--- src/design/dlg_pkg.sv ---
// Package: register map, field positions and reset values for the loop gain configuration
package dlg_pkg;
  localparam int unsigned ADDR_W = 6;
  localparam int unsigned DATA_W = 8;
  localparam logic [5:0] FREQ_OFFSET_COMP_CONFIG_ADDR = 6'h19;
  localparam logic [5:0] BIT_SYNC_CONFIG_ADDR = 6'h1A;
  // Writable bits of each register
  localparam logic [7:0] FREQ_OFFSET_COMP_CONFIG_MASK = 8'h3F;
  localparam logic [7:0] BIT_SYNC_CONFIG_MASK = 8'hFF;
  localparam logic [7:0] FREQ_OFFSET_COMP_CONFIG_RST = 8'h36;
  localparam logic [7:0] BIT_SYNC_CONFIG_RST = 8'h6C;
  localparam logic [7:0] UNMAPPED_READ = 8'h00;
  // Frequency offset compensation configuration fields
  localparam int unsigned LOOP_FREEZE_UNTIL_CARRIER_BIT = 5;
  localparam int unsigned FREQ_GAIN_BEFORE_SYNC_LSB = 3;
  localparam int unsigned FREQ_GAIN_AFTER_SYNC_BIT = 2;
  localparam int unsigned FREQ_OFFSET_SATURATION_LSB = 0;
  // Bit sync configuration fields
  localparam int unsigned CLKREC_INTEGRAL_BEFORE_SYNC_LSB = 6;
  localparam int unsigned CLKREC_PROPORTIONAL_BEFORE_SYNC_LSB = 4;
  localparam int unsigned CLKREC_INTEGRAL_AFTER_SYNC_BIT = 3;
  // Gains are expressed in units of half the base gain
  localparam int unsigned GAIN_W = 4;
  localparam logic [3:0] GAIN_HALF = 4'h1;
  // Saturation code to channel_bandwidth right shift
  localparam logic [1:0] SAT_OFF = 2'h0;
  localparam logic [1:0] SAT_SHIFT_CODE1 = 2'h3;
  localparam logic [1:0] SAT_SHIFT_CODE2 = 2'h2;
  localparam logic [1:0] SAT_SHIFT_CODE3 = 2'h1;
endpackage : dlg_pkg

--- src/design/dlg_gain_select.sv ---
// Pre/post sync gain selection for one feedback loop
`timescale 1ns/1ps
module dlg_gain_select
  import dlg_pkg::*;
(
  input wire logic [1:0] pre_code_i,
  input wire logic post_half_i,
  input wire logic after_sync_i,
  output logic [GAIN_W-1:0] gain_o
);
  logic [GAIN_W-1:0] pre_gain;

  always_comb begin
    // Code n selects n+1 times base, i.e. 2n+2 half units
    pre_gain = GAIN_W'({pre_code_i, 1'b0}) + GAIN_W'(2);
    if (after_sync_i && post_half_i) begin
      gain_o = GAIN_HALF;
    end else begin
      gain_o = pre_gain;
    end
  end
endmodule : dlg_gain_select

--- src/design/dlg_loop_config.sv ---
// Demodulator loop gain configuration registers and pre/post sync gain steering
`timescale 1ns/1ps
// What this block does
// - Gate bit freezes both loops until carrier.
// - Pre-sync frequency gain code selects K to 4K.
// - Post-sync frequency gain: pre-sync value or K/2.
// - Saturation code limits offset; zero disables.
// - Pre-sync integral code selects one to four times.
// - Pre-sync proportional code selects one to four times.
// - Post-sync integral bit sets integral gain after sync.
// - Post-sync integral: pre-sync value or half.
module dlg_loop_config
  import dlg_pkg::*;
(
  input wire logic clk_i,
  input wire logic rst_n_i,
  input wire logic [ADDR_W-1:0] reg_addr_i,
  input wire logic [DATA_W-1:0] reg_wdata_i,
  input wire logic reg_wr_i,
  input wire logic reg_rd_i,
  output logic [DATA_W-1:0] reg_rdata_o,
  input wire logic rx_start_i,
  input wire logic sync_match_i,
  input wire logic carrier_sense_i,
  output logic loops_frozen_o,
  output logic after_sync_o,
  output logic [GAIN_W-1:0] freq_gain_o,
  output logic freq_comp_enable_o,
  output logic [1:0] freq_limit_shift_o,
  output logic [GAIN_W-1:0] clkrec_integral_gain_o,
  output logic [GAIN_W-1:0] clkrec_proportional_gain_o,
  output logic [1:0] bit_sync_low_bits_o
);
  logic [DATA_W-1:0] freq_offset_comp_config;
  logic [DATA_W-1:0] bit_sync_config;
  logic [DATA_W-1:0] rdata;
  logic sync_found;
  logic carrier_seen;
  logic [DATA_W-1:0] next_freq_offset_comp_config;
  logic [DATA_W-1:0] next_bit_sync_config;
  logic [DATA_W-1:0] next_rdata;
  logic next_sync_found;
  logic next_carrier_seen;
  logic after_sync;
  logic loop_freeze_until_carrier;
  logic [1:0] freq_offset_saturation;
  logic carrier_present;
  // Address decode and per-bit write enables
  logic sel_freq_cfg;
  logic sel_bit_sync;
  logic wr_freq_cfg;
  logic wr_bit_sync;
  logic [DATA_W-1:0] freq_cfg_wmask;
  logic [DATA_W-1:0] bit_sync_wmask;
  logic [DATA_W-1:0] read_mux;
  // Field views of the two registers
  logic [1:0] freq_gain_before_sync;
  logic freq_gain_after_sync;
  logic [1:0] clkrec_integral_before_sync;
  logic [1:0] clkrec_proportional_before_sync;
  logic clkrec_integral_after_sync;

  // Address decode for the write path; the read path decodes reg_addr_i in its own case
  assign sel_freq_cfg = reg_addr_i == FREQ_OFFSET_COMP_CONFIG_ADDR;
  assign sel_bit_sync = reg_addr_i == BIT_SYNC_CONFIG_ADDR;
  assign wr_freq_cfg = reg_wr_i & sel_freq_cfg;
  assign wr_bit_sync = reg_wr_i & sel_bit_sync;

  // Per-bit write enables; unused bits never open, so they keep their reset zero
  for (genvar gi = 0; gi < DATA_W; gi++) begin : g_wmask
    assign freq_cfg_wmask[gi] = wr_freq_cfg & FREQ_OFFSET_COMP_CONFIG_MASK[gi];
    assign bit_sync_wmask[gi] = wr_bit_sync & BIT_SYNC_CONFIG_MASK[gi];
  end

  // Read path
  always_comb begin
    unique case (reg_addr_i)
      FREQ_OFFSET_COMP_CONFIG_ADDR: read_mux = freq_offset_comp_config;
      BIT_SYNC_CONFIG_ADDR: read_mux = bit_sync_config;
      default: read_mux = UNMAPPED_READ;
    endcase
  end

  // Register file; a read in the same cycle as a write returns the old value
  always_comb begin
    next_freq_offset_comp_config = freq_offset_comp_config & ~freq_cfg_wmask;
    next_freq_offset_comp_config = next_freq_offset_comp_config | (reg_wdata_i & freq_cfg_wmask);
    next_bit_sync_config = bit_sync_config & ~bit_sync_wmask;
    next_bit_sync_config = next_bit_sync_config | (reg_wdata_i & bit_sync_wmask);
  end

  // Configuration registers
  always_ff @(posedge clk_i) begin
    if (!rst_n_i) begin
      freq_offset_comp_config <= FREQ_OFFSET_COMP_CONFIG_RST;
      bit_sync_config <= BIT_SYNC_CONFIG_RST;
    end else begin
      freq_offset_comp_config <= next_freq_offset_comp_config;
      bit_sync_config <= next_bit_sync_config;
    end
  end

  // Read data holds between reads, so a slow host may fetch it late
  always_comb begin
    next_rdata = rdata;
    if (reg_rd_i) begin
      next_rdata = read_mux;
    end
  end

  always_ff @(posedge clk_i) begin
    if (!rst_n_i) begin
      rdata <= UNMAPPED_READ;
    end else begin
      rdata <= next_rdata;
    end
  end

  assign reg_rdata_o = rdata;

  // Sync state: a match in the start cycle is kept, so no event is lost
  always_comb begin
    next_sync_found = sync_found;
    if (rx_start_i) begin
      next_sync_found = 1'b0;
    end
    if (sync_match_i) begin
      next_sync_found = 1'b1;
    end
  end

  always_ff @(posedge clk_i) begin
    if (!rst_n_i) begin
      sync_found <= 1'b0;
    end else begin
      sync_found <= next_sync_found;
    end
  end

  // Carrier state: a carrier in the start cycle wins over the clear
  always_comb begin
    next_carrier_seen = carrier_seen;
    if (rx_start_i) begin
      next_carrier_seen = 1'b0;
    end
    if (carrier_sense_i) begin
      next_carrier_seen = 1'b1;
    end
  end

  always_ff @(posedge clk_i) begin
    if (!rst_n_i) begin
      carrier_seen <= 1'b0;
    end else begin
      carrier_seen <= next_carrier_seen;
    end
  end

  // Match takes effect in its own cycle; the flag only holds it afterwards
  assign after_sync = sync_found | sync_match_i;
  assign after_sync_o = after_sync;

  assign loop_freeze_until_carrier = freq_offset_comp_config[LOOP_FREEZE_UNTIL_CARRIER_BIT];
  // Live carrier unfreezes at once; the seen flag keeps loops running if it drops
  assign carrier_present = carrier_seen | carrier_sense_i;
  assign loops_frozen_o = loop_freeze_until_carrier & ~carrier_present;

  assign freq_gain_before_sync = freq_offset_comp_config[FREQ_GAIN_BEFORE_SYNC_LSB +: 2];
  assign freq_gain_after_sync = freq_offset_comp_config[FREQ_GAIN_AFTER_SYNC_BIT];
  assign clkrec_integral_before_sync = bit_sync_config[CLKREC_INTEGRAL_BEFORE_SYNC_LSB +: 2];
  assign clkrec_proportional_before_sync =
    bit_sync_config[CLKREC_PROPORTIONAL_BEFORE_SYNC_LSB +: 2];
  assign clkrec_integral_after_sync = bit_sync_config[CLKREC_INTEGRAL_AFTER_SYNC_BIT];

  dlg_gain_select u_freq_gain (
    .pre_code_i(freq_gain_before_sync),
    .post_half_i(freq_gain_after_sync),
    .after_sync_i(after_sync),
    .gain_o(freq_gain_o)
  );

  dlg_gain_select u_integral_gain (
    .pre_code_i(clkrec_integral_before_sync),
    .post_half_i(clkrec_integral_after_sync),
    .after_sync_i(after_sync),
    .gain_o(clkrec_integral_gain_o)
  );

  // Post-sync proportional choice lives in bits below this block, so no half step here
  dlg_gain_select u_proportional_gain (
    .pre_code_i(clkrec_proportional_before_sync),
    .post_half_i(1'b0),
    .after_sync_i(after_sync),
    .gain_o(clkrec_proportional_gain_o)
  );

  assign freq_offset_saturation = freq_offset_comp_config[FREQ_OFFSET_SATURATION_LSB +: 2];
  // No modulation check here: software must clear saturation for ASK/OOK
  assign freq_comp_enable_o = freq_offset_saturation != SAT_OFF;

  always_comb begin
    unique case (freq_offset_saturation)
      2'h0: begin
        freq_limit_shift_o = SAT_OFF;
      end
      2'h1: begin
        freq_limit_shift_o = SAT_SHIFT_CODE1;
      end
      2'h2: begin
        freq_limit_shift_o = SAT_SHIFT_CODE2;
      end
      2'h3: begin
        freq_limit_shift_o = SAT_SHIFT_CODE3;
      end
    endcase
  end

  assign bit_sync_low_bits_o = bit_sync_config[1:0];
endmodule : dlg_loop_config

--- config.mk ---
export PLATFORM = sky130hd
export DESIGN_NAME = dlg_loop_config
export DESIGN_NICKNAME = d
export VERILOG_FILES = /design/src/design/dlg_pkg.sv /design/src/design/dlg_gain_select.sv /design/src/design/dlg_loop_config.sv
export SDC_FILE = /design/constraint.sdc
export NUM_CORES = 1
export LEC_CHECK = 0
export BUFFER_PORTS_ARGS = -buffer_cell sky130_fd_sc_hd__buf_2
export CORE_UTILIZATION = 43
export DETAILED_ROUTE_END_ITERATION = 8
export PLACE_DENSITY = 0.73
export SETUP_SLACK_MARGIN = 0.3
export SYNTH_ARGS = -nofsm -noshare
export SYNTH_HDL_FRONTEND = slang
export SYNTH_SLANG_ARGS = --single-unit
export TNS_END_PERCENT = 50
--- constraint.sdc ---
create_clock -name clk_i -period 1.2 [get_ports clk_i]
set_clock_uncertainty 0.15 [all_clocks]
set_input_delay 0.36 -clock clk_i [delete_from_list [all_inputs] [get_ports clk_i]]
set_output_delay 0.36 -clock clk_i [all_outputs]
set_load 0.02 [all_outputs]
==> results of run 1 <==
==> per-layer routing <==
metal / GRT usage, % / vias to the layer above
met5: 0 / -
met4: 5.92 / 0
met3: 3.26 / 5
met2: 41.8 / 41
met1: 27.2 / 594
li1: - / 612
==> cell type report <==
type                    count  share of cell area, %
multi-input cells         102                   40.7
repair buffers             67                   28.7
flip-flops and latches     24                   25.2
well taps                  31                   1.92
clock buffers               4                   1.80
inverters                   6                   1.73
==> worst paths after layout <==
kind | start | to | slack (ns)
worst max register to register | flip-flop | reg_rdata_o[4] | 0.15
worst max-delay path | sync_found | freq_gain_o[2] | -0.57
worst min register to register | reg_rdata_o[6] | reg_rdata_o[6] | 0.35
worst min-delay path | reg_wdata_i[0] | flip-flop | 0.12
==> through the flow <==
stage	setup TNS [ns]	instance area, um2	total power (uW)	cells	hold slack (ns)
2_1_floorplan	-3.54	1410	999	144	0.302
3_3_place_gp	-8.59	1720	1090	225	0.302
3_5_place_dp	-9.75	1720	1090	225	0.312
4_1_cts	-8.40	2000	1560	232	0.107
5_1_grt	-9.53	2020	1640	234	0.112
6_report	-8.50	2020	1570	234	0.121
==> worst register-to-register path: cells and delay by family (launching register included) <==
kind	cells	cell delay, ns
compound gates	1	0.18
simple gates	1	0.06
buf+inv	2	0.20
flops	1	0.39
==> power by group through the flow <==
stage          combinational, uW  clock, uW  sequential, uW
6_report                     308        436             823
3_5_place_dp                 254          0             839
4_1_cts                      299        439             823
5_1_grt                      329        481             826
2_1_floorplan                148          0             851
3_3_place_gp                 248          0             839
==> what timing repair did <==
item,4_1_cts,5_1_grt
buffers inserted,3,2
pin swaps,15,3
endpoints found under the setup margin,48,49
gates resized for setup,79,4
hold buffers,0,0
==> Yosys cell counts, drive strengths merged <==
cell      n  area share, %
a31oi     6            3.0
clkbuf    5            1.5
o21ai    12            4.8
nand2    10            3.0
inv       6            1.8
and2b     1           0.70
ha        6            6.0
nor2      4            1.2
nand2b    2            1.0
nand4     2            1.0
conb      1           0.30
and4bb    1            1.0
or2       1           0.50
nand4bb   1           0.90
and3b     1           0.80
nand3b    1           0.60
nand3    22            8.8
dfxtp    24             38
nor3b     1           0.60
and2      4            2.0
buf       7            5.5
a21boi    4            2.4
nor2b    11            5.5
mux2i     8            6.4
o21a      2            1.2
and3      1           0.90
==> logic make-up after synthesis <==
logic type | count (synthesis) | synth area share [%]
AND/OR/NAND/NOR | 63 | 28.6
AO/OA/AOI/OAI | 24 | 11.4
flip-flops | 24 | 38.5
buffers and inverters | 18 | 8.82
multiplexers | 8 | 6.41
adder cells (fa/ha/maj) | 6 | 6.01
other | 1 | 0.300
==> flow_metrics.env, run 1 <==
export IMPL_status="complete, but fails checks"
export IMPL_violations="setup timing"
export IMPL_ys_seq_elements=24
export IMPL_p_sw_uw=419
export IMPL_grt_use_total_pct=22.6
export IMPL_io_pins=48
export IMPL_p_sw_share_pct=26.8
export IMPL_worstPathArrival_ns=1.26
export IMPL_nFillCells=212
export IMPL_rsz0062_at_grt="yes"
export IMPL_cp_start_kind="flip-flop"
export IMPL_yosys_warnings=0
export IMPL_setup_violations=26
export IMPL_antenna_cells=0
export IMPL_gp_congestion=0.791
export IMPL_drc_errors=0
export IMPL_final_common_cell="buf_6"
export IMPL_die_area_um2=3120
export IMPL_drv_slew=0
export IMPL_max_freq_ghz=0.564
export IMPL_met2WireLength_um=1780
export IMPL_vdd_drop_max_mv=0.590
export IMPL_max_cap_violations=0
export IMPL_clockPowerShare_pct=27.8
export IMPL_pwr_share_comb_pct=19.7
export IMPL_num_rows=19
export IMPL_hold_viol_final=0
export IMPL_first_iter_violations=31
export IMPL_cts_buffer_depth=2
export IMPL_vias=1252
export IMPL_p_leak_uw=0.000801
export IMPL_fin_util_pct=73.3
export IMPL_wl_per_cell_um=14.2
export IMPL_required_ns=0.69
export IMPL_cts_buffers=3
export IMPL_critPathMaxStageDelay_ns=0.35
export IMPL_layout_drive_gt1_share_pct=60.6
export IMPL_holdPathStages=3
export IMPL_grt_pass1_vias=1253
export IMPL_m1WireLength_um=1370
export IMPL_grt_pass1_wl_um=5590
export IMPL_die_x_um=55.9
export IMPL_area_growth_pct=61.8
export IMPL_seq_power_share_pct=52.5
export IMPL_cts_clk_slew_worst_paths_ns=0.14
export IMPL_fin_ws_ns=-0.572
export IMPL_min_period_ns=1.77
export IMPL_ys_types=28
export IMPL_cts_tree="built"
export IMPL_timing_final_crit_share_pct=148
export IMPL_clkSinkCount=24
export IMPL_seq_area_um2=509
export IMPL_multi_input_area_um2=822
export IMPL_clockRootBuffer="clkbuf_4"
export IMPL_crit_buf_inv=1
export IMPL_path_class="flip-flop to output pin"
export IMPL_clkLatencyLatePin_ns=0.32
export IMPL_place_ws_ns=-0.425
export IMPL_path_delay_family="simple AND/OR/NAND/NOR gates"
export IMPL_via_per_inst=5.35
export IMPL_syn_nets=171
export IMPL_top_layer="met4"
export IMPL_portBuffers=46
export IMPL_cp_max_fo=3
export IMPL_netlist_area_um2=1250
export IMPL_initial_core_util_pct=45.3
export IMPL_h_tree_depth=1
export IMPL_layout_common_cells="29 x buf_6, 19 x buf_4, 18 x buf_2"
export IMPL_grt_antenna_before_repair=0
export IMPL_ys_seq_area_share_pct=38.5
export IMPL_dr_pass1_iters=4
export IMPL_path_depth=4
export IMPL_nNetsFinal=231
export IMPL_dieHeight_um=55.9
export IMPL_core_area_um2=2760
export IMPL_dp_hpwl_um=2330
export IMPL_syn_inst=144
export IMPL_grt_max_degree=33
export IMPL_ant_nets=0
export IMPL_crit_slowest_cell="dfxtp_2"
export IMPL_p_int_uw=1150
export IMPL_p_per_area_nw_per_um2=776
export IMPL_end_kind="output pin"
export IMPL_met3WireLength_um=144
export IMPL_hold_class="primary input to flip-flop"
export IMPL_routed_wirelength_um=3320
export IMPL_crit_chain="or2_4 > nand2_4 > and2_4 > buf_6"
export IMPL_overflow=0
export IMPL_avgSynthCellArea_um2=8.67
export IMPL_reg2reg_depth=4
Note: power is estimated with default switching activity, not from simulation.
==> run 2: changes to the inputs <==
--- a/config.mk
+++ b/config.mk
@@ -6,6 +6,7 @@
 export NUM_CORES = 1
 export LEC_CHECK = 0
 export BUFFER_PORTS_ARGS = -buffer_cell sky130_fd_sc_hd__buf_2
+export CORE_ASPECT_RATIO = 1.4
 export CORE_UTILIZATION = 43
 export DETAILED_ROUTE_END_ITERATION = 8
 export PLACE_DENSITY = 0.73
==> run 2 against run 1 <==
The flow still finishes with violations (setup timing). Cell count grew 1.3%. Critical path depth unchanged. Final area grew 2.5%. Count of clock-buffer cells in the layout decreased by 1. Combinational power grew 1%. Worst hold slack is essentially flat. Largest cell class unchanged. Register-to-register slack got worse by 0.07 ns. Flip-flop and latch count did not move. Power rose by 10%. Worst setup slack improved by 0.0062 ns. Sequential power about the same. Global-route usage increased by 0.15 points.
==> flow_metrics.env, run 2 (synthesis results as in run 1) <==
export IMPL_end_kind="output pin"
export IMPL_drc_errors=0
export IMPL_routed_wirelength_um=3260
export IMPL_dr_pass1_iters=4
export IMPL_final_common_cell="buf_6"
export IMPL_crit_chain="or2_4 > nand2_4 > and2_4 > buf_6"
export IMPL_cp_max_fo=3
export IMPL_max_freq_ghz=0.566
export IMPL_core_area_um2=2700
export IMPL_r2r_setup_slack_ns=0.08
export IMPL_overflow=0
export IMPL_met2WireLength_um=1760
export IMPL_worstPathArrival_ns=1.26
export IMPL_p_per_area_nw_per_um2=835
export IMPL_gp_congestion=0.810
export IMPL_m1WireLength_um=1330
export IMPL_path_class="flip-flop to output pin"
export IMPL_critPathMaxStageDelay_ns=0.34
export IMPL_p_leak_uw=0.000806
export IMPL_placed_area_um2=1720
export IMPL_layout_drive_gt1_share_pct=62.7
export IMPL_via_per_inst=5.13
export IMPL_wl_per_cell_um=13.7
export IMPL_portBuffers=46
export IMPL_fin_ws_ns=-0.566
export IMPL_min_period_ns=1.77
export IMPL_clkSinkCount=24
export IMPL_vdd_drop_max_mv=0.552
export IMPL_max_cap_violations=0
export IMPL_initial_core_util_pct=46.3
export IMPL_dp_hpwl_um=2310
export IMPL_grt_max_degree=33
export IMPL_setup_violations=26
export IMPL_crit_slowest_cell="dfxtp_2"
export IMPL_hold_class="primary input to flip-flop"
export IMPL_antenna_cells=0
export IMPL_cts_clk_slew_worst_paths_ns=0.13
export IMPL_first_iter_violations=32
export IMPL_ant_nets=0
export IMPL_die_x_um=47.5
export IMPL_cp_start_kind="flip-flop"
export IMPL_nNetsFinal=229
export IMPL_grt_antenna_before_repair=0
export IMPL_layout_common_cells="30 x buf_6, 18 x buf_2, 16 x buf_4"
export IMPL_fin_util_pct=76.8
export IMPL_final_area_um2=2070
export IMPL_hold_viol_final=0
export IMPL_cts_buffers=3
export IMPL_violations="setup timing"
export IMPL_rsz0062_at_grt="yes"
export IMPL_top_layer="met4"
export IMPL_dieHeight_um=65.8
export IMPL_area_growth_pct=65.9
export IMPL_cts_buffer_depth=2
export IMPL_clockRootBuffer="clkbuf_4"
export IMPL_grt_pass1_vias=1301
export IMPL_h_tree_depth=1
export IMPL_io_pins=48
export IMPL_timing_final_crit_share_pct=147
export IMPL_die_area_um2=3130
export IMPL_grt_pass1_wl_um=5240
export IMPL_num_rows=22
export IMPL_ctsHoldBuffers=0
export IMPL_vias=1215
export IMPL_clkLatencyLatePin_ns=0.32
export IMPL_nFillCells=206
export IMPL_status="complete, but fails checks"
export IMPL_required_ns=0.69
export IMPL_grt_use_total_pct=22.7
export IMPL_met3WireLength_um=116
export IMPL_cts_tree="built"
export IMPL_drv_slew=0
==> run 2: cell types whose count changed in the layout (fill, tap and decap cells not counted), sizes merged <==
cell	before	now
bufinv	0	1
clkbuf	4	3
buf	67	65
==> run 2: layout make-up <==
type | instances | area, um2 | area share (%)
well taps | 36 | 45.0 | 2.17
repair buffers | 65 | 568 | 27.4
inverters | 6 | 32.5 | 1.57
flip-flops and latches | 24 | 507 | 24.5
multi-input cells | 102 | 867 | 41.8
clock inverters | 1 | 30.0 | 1.45
clock buffers | 3 | 22.5 | 1.09
==> run 2: worst max-delay path, delay by kind of cell (launching register included) <==
kind	cells	cell delay, ns
buf+inv	1	0.11
flops	1	0.34
simple gates	3	0.50
==> run 2: metal layers <==
layer | up-vias | track usage [%]
met4 | 0 | 10.1
li1 | 606 | -
met5 | - | 0
met3 | 6 | 2.47
met1 | 570 | 23.9
met2 | 33 | 42.1
==> run 2: power breakdown <==
group | leakage (uW) | switching (uW) | internal, uW
registers | 0.000200 | 12.1 | 812
clock network | 0.0000279 | 256 | 338
logic | 0.000577 | 159 | 153
total | 0.000806 | 428 | 1300
==> run 2: repair_timing <==
action                                  CTS  global route
pin swaps                                23            12
endpoints found under the setup margin   48            49
setup buffers                             3             1
gates resized for setup                  85             4
==> run 2: final timing paths <==
path | from | end | cells after the start
hold / removal | sync_match_i | sync_found | 2
hold reg to reg | flip-flop | reg_rdata_o[2] | 2
setup reg to reg | flip-flop | reg_rdata_o[4] | 5
setup / recovery | sync_found | freq_gain_o[2] | 4
==> run 2: stage by stage <==
step / setup TNS [ns] / std cells / hold WS [ns] / power (uW) / setup WS (ns)
2_1_floorplan: -3.54 / 144 / 0.302 / 999 / -0.247
3_3_place_gp: -9.00 / 229 / 0.302 / 1080 / -0.405
3_5_place_dp: -9.80 / 229 / 0.321 / 1090 / -0.421
4_1_cts: -8.38 / 236 / 0.113 / 1730 / -0.564
5_1_grt: -9.51 / 237 / 0.102 / 1800 / -0.622
6_report: -8.35 / 237 / 0.120 / 1730 / -0.566
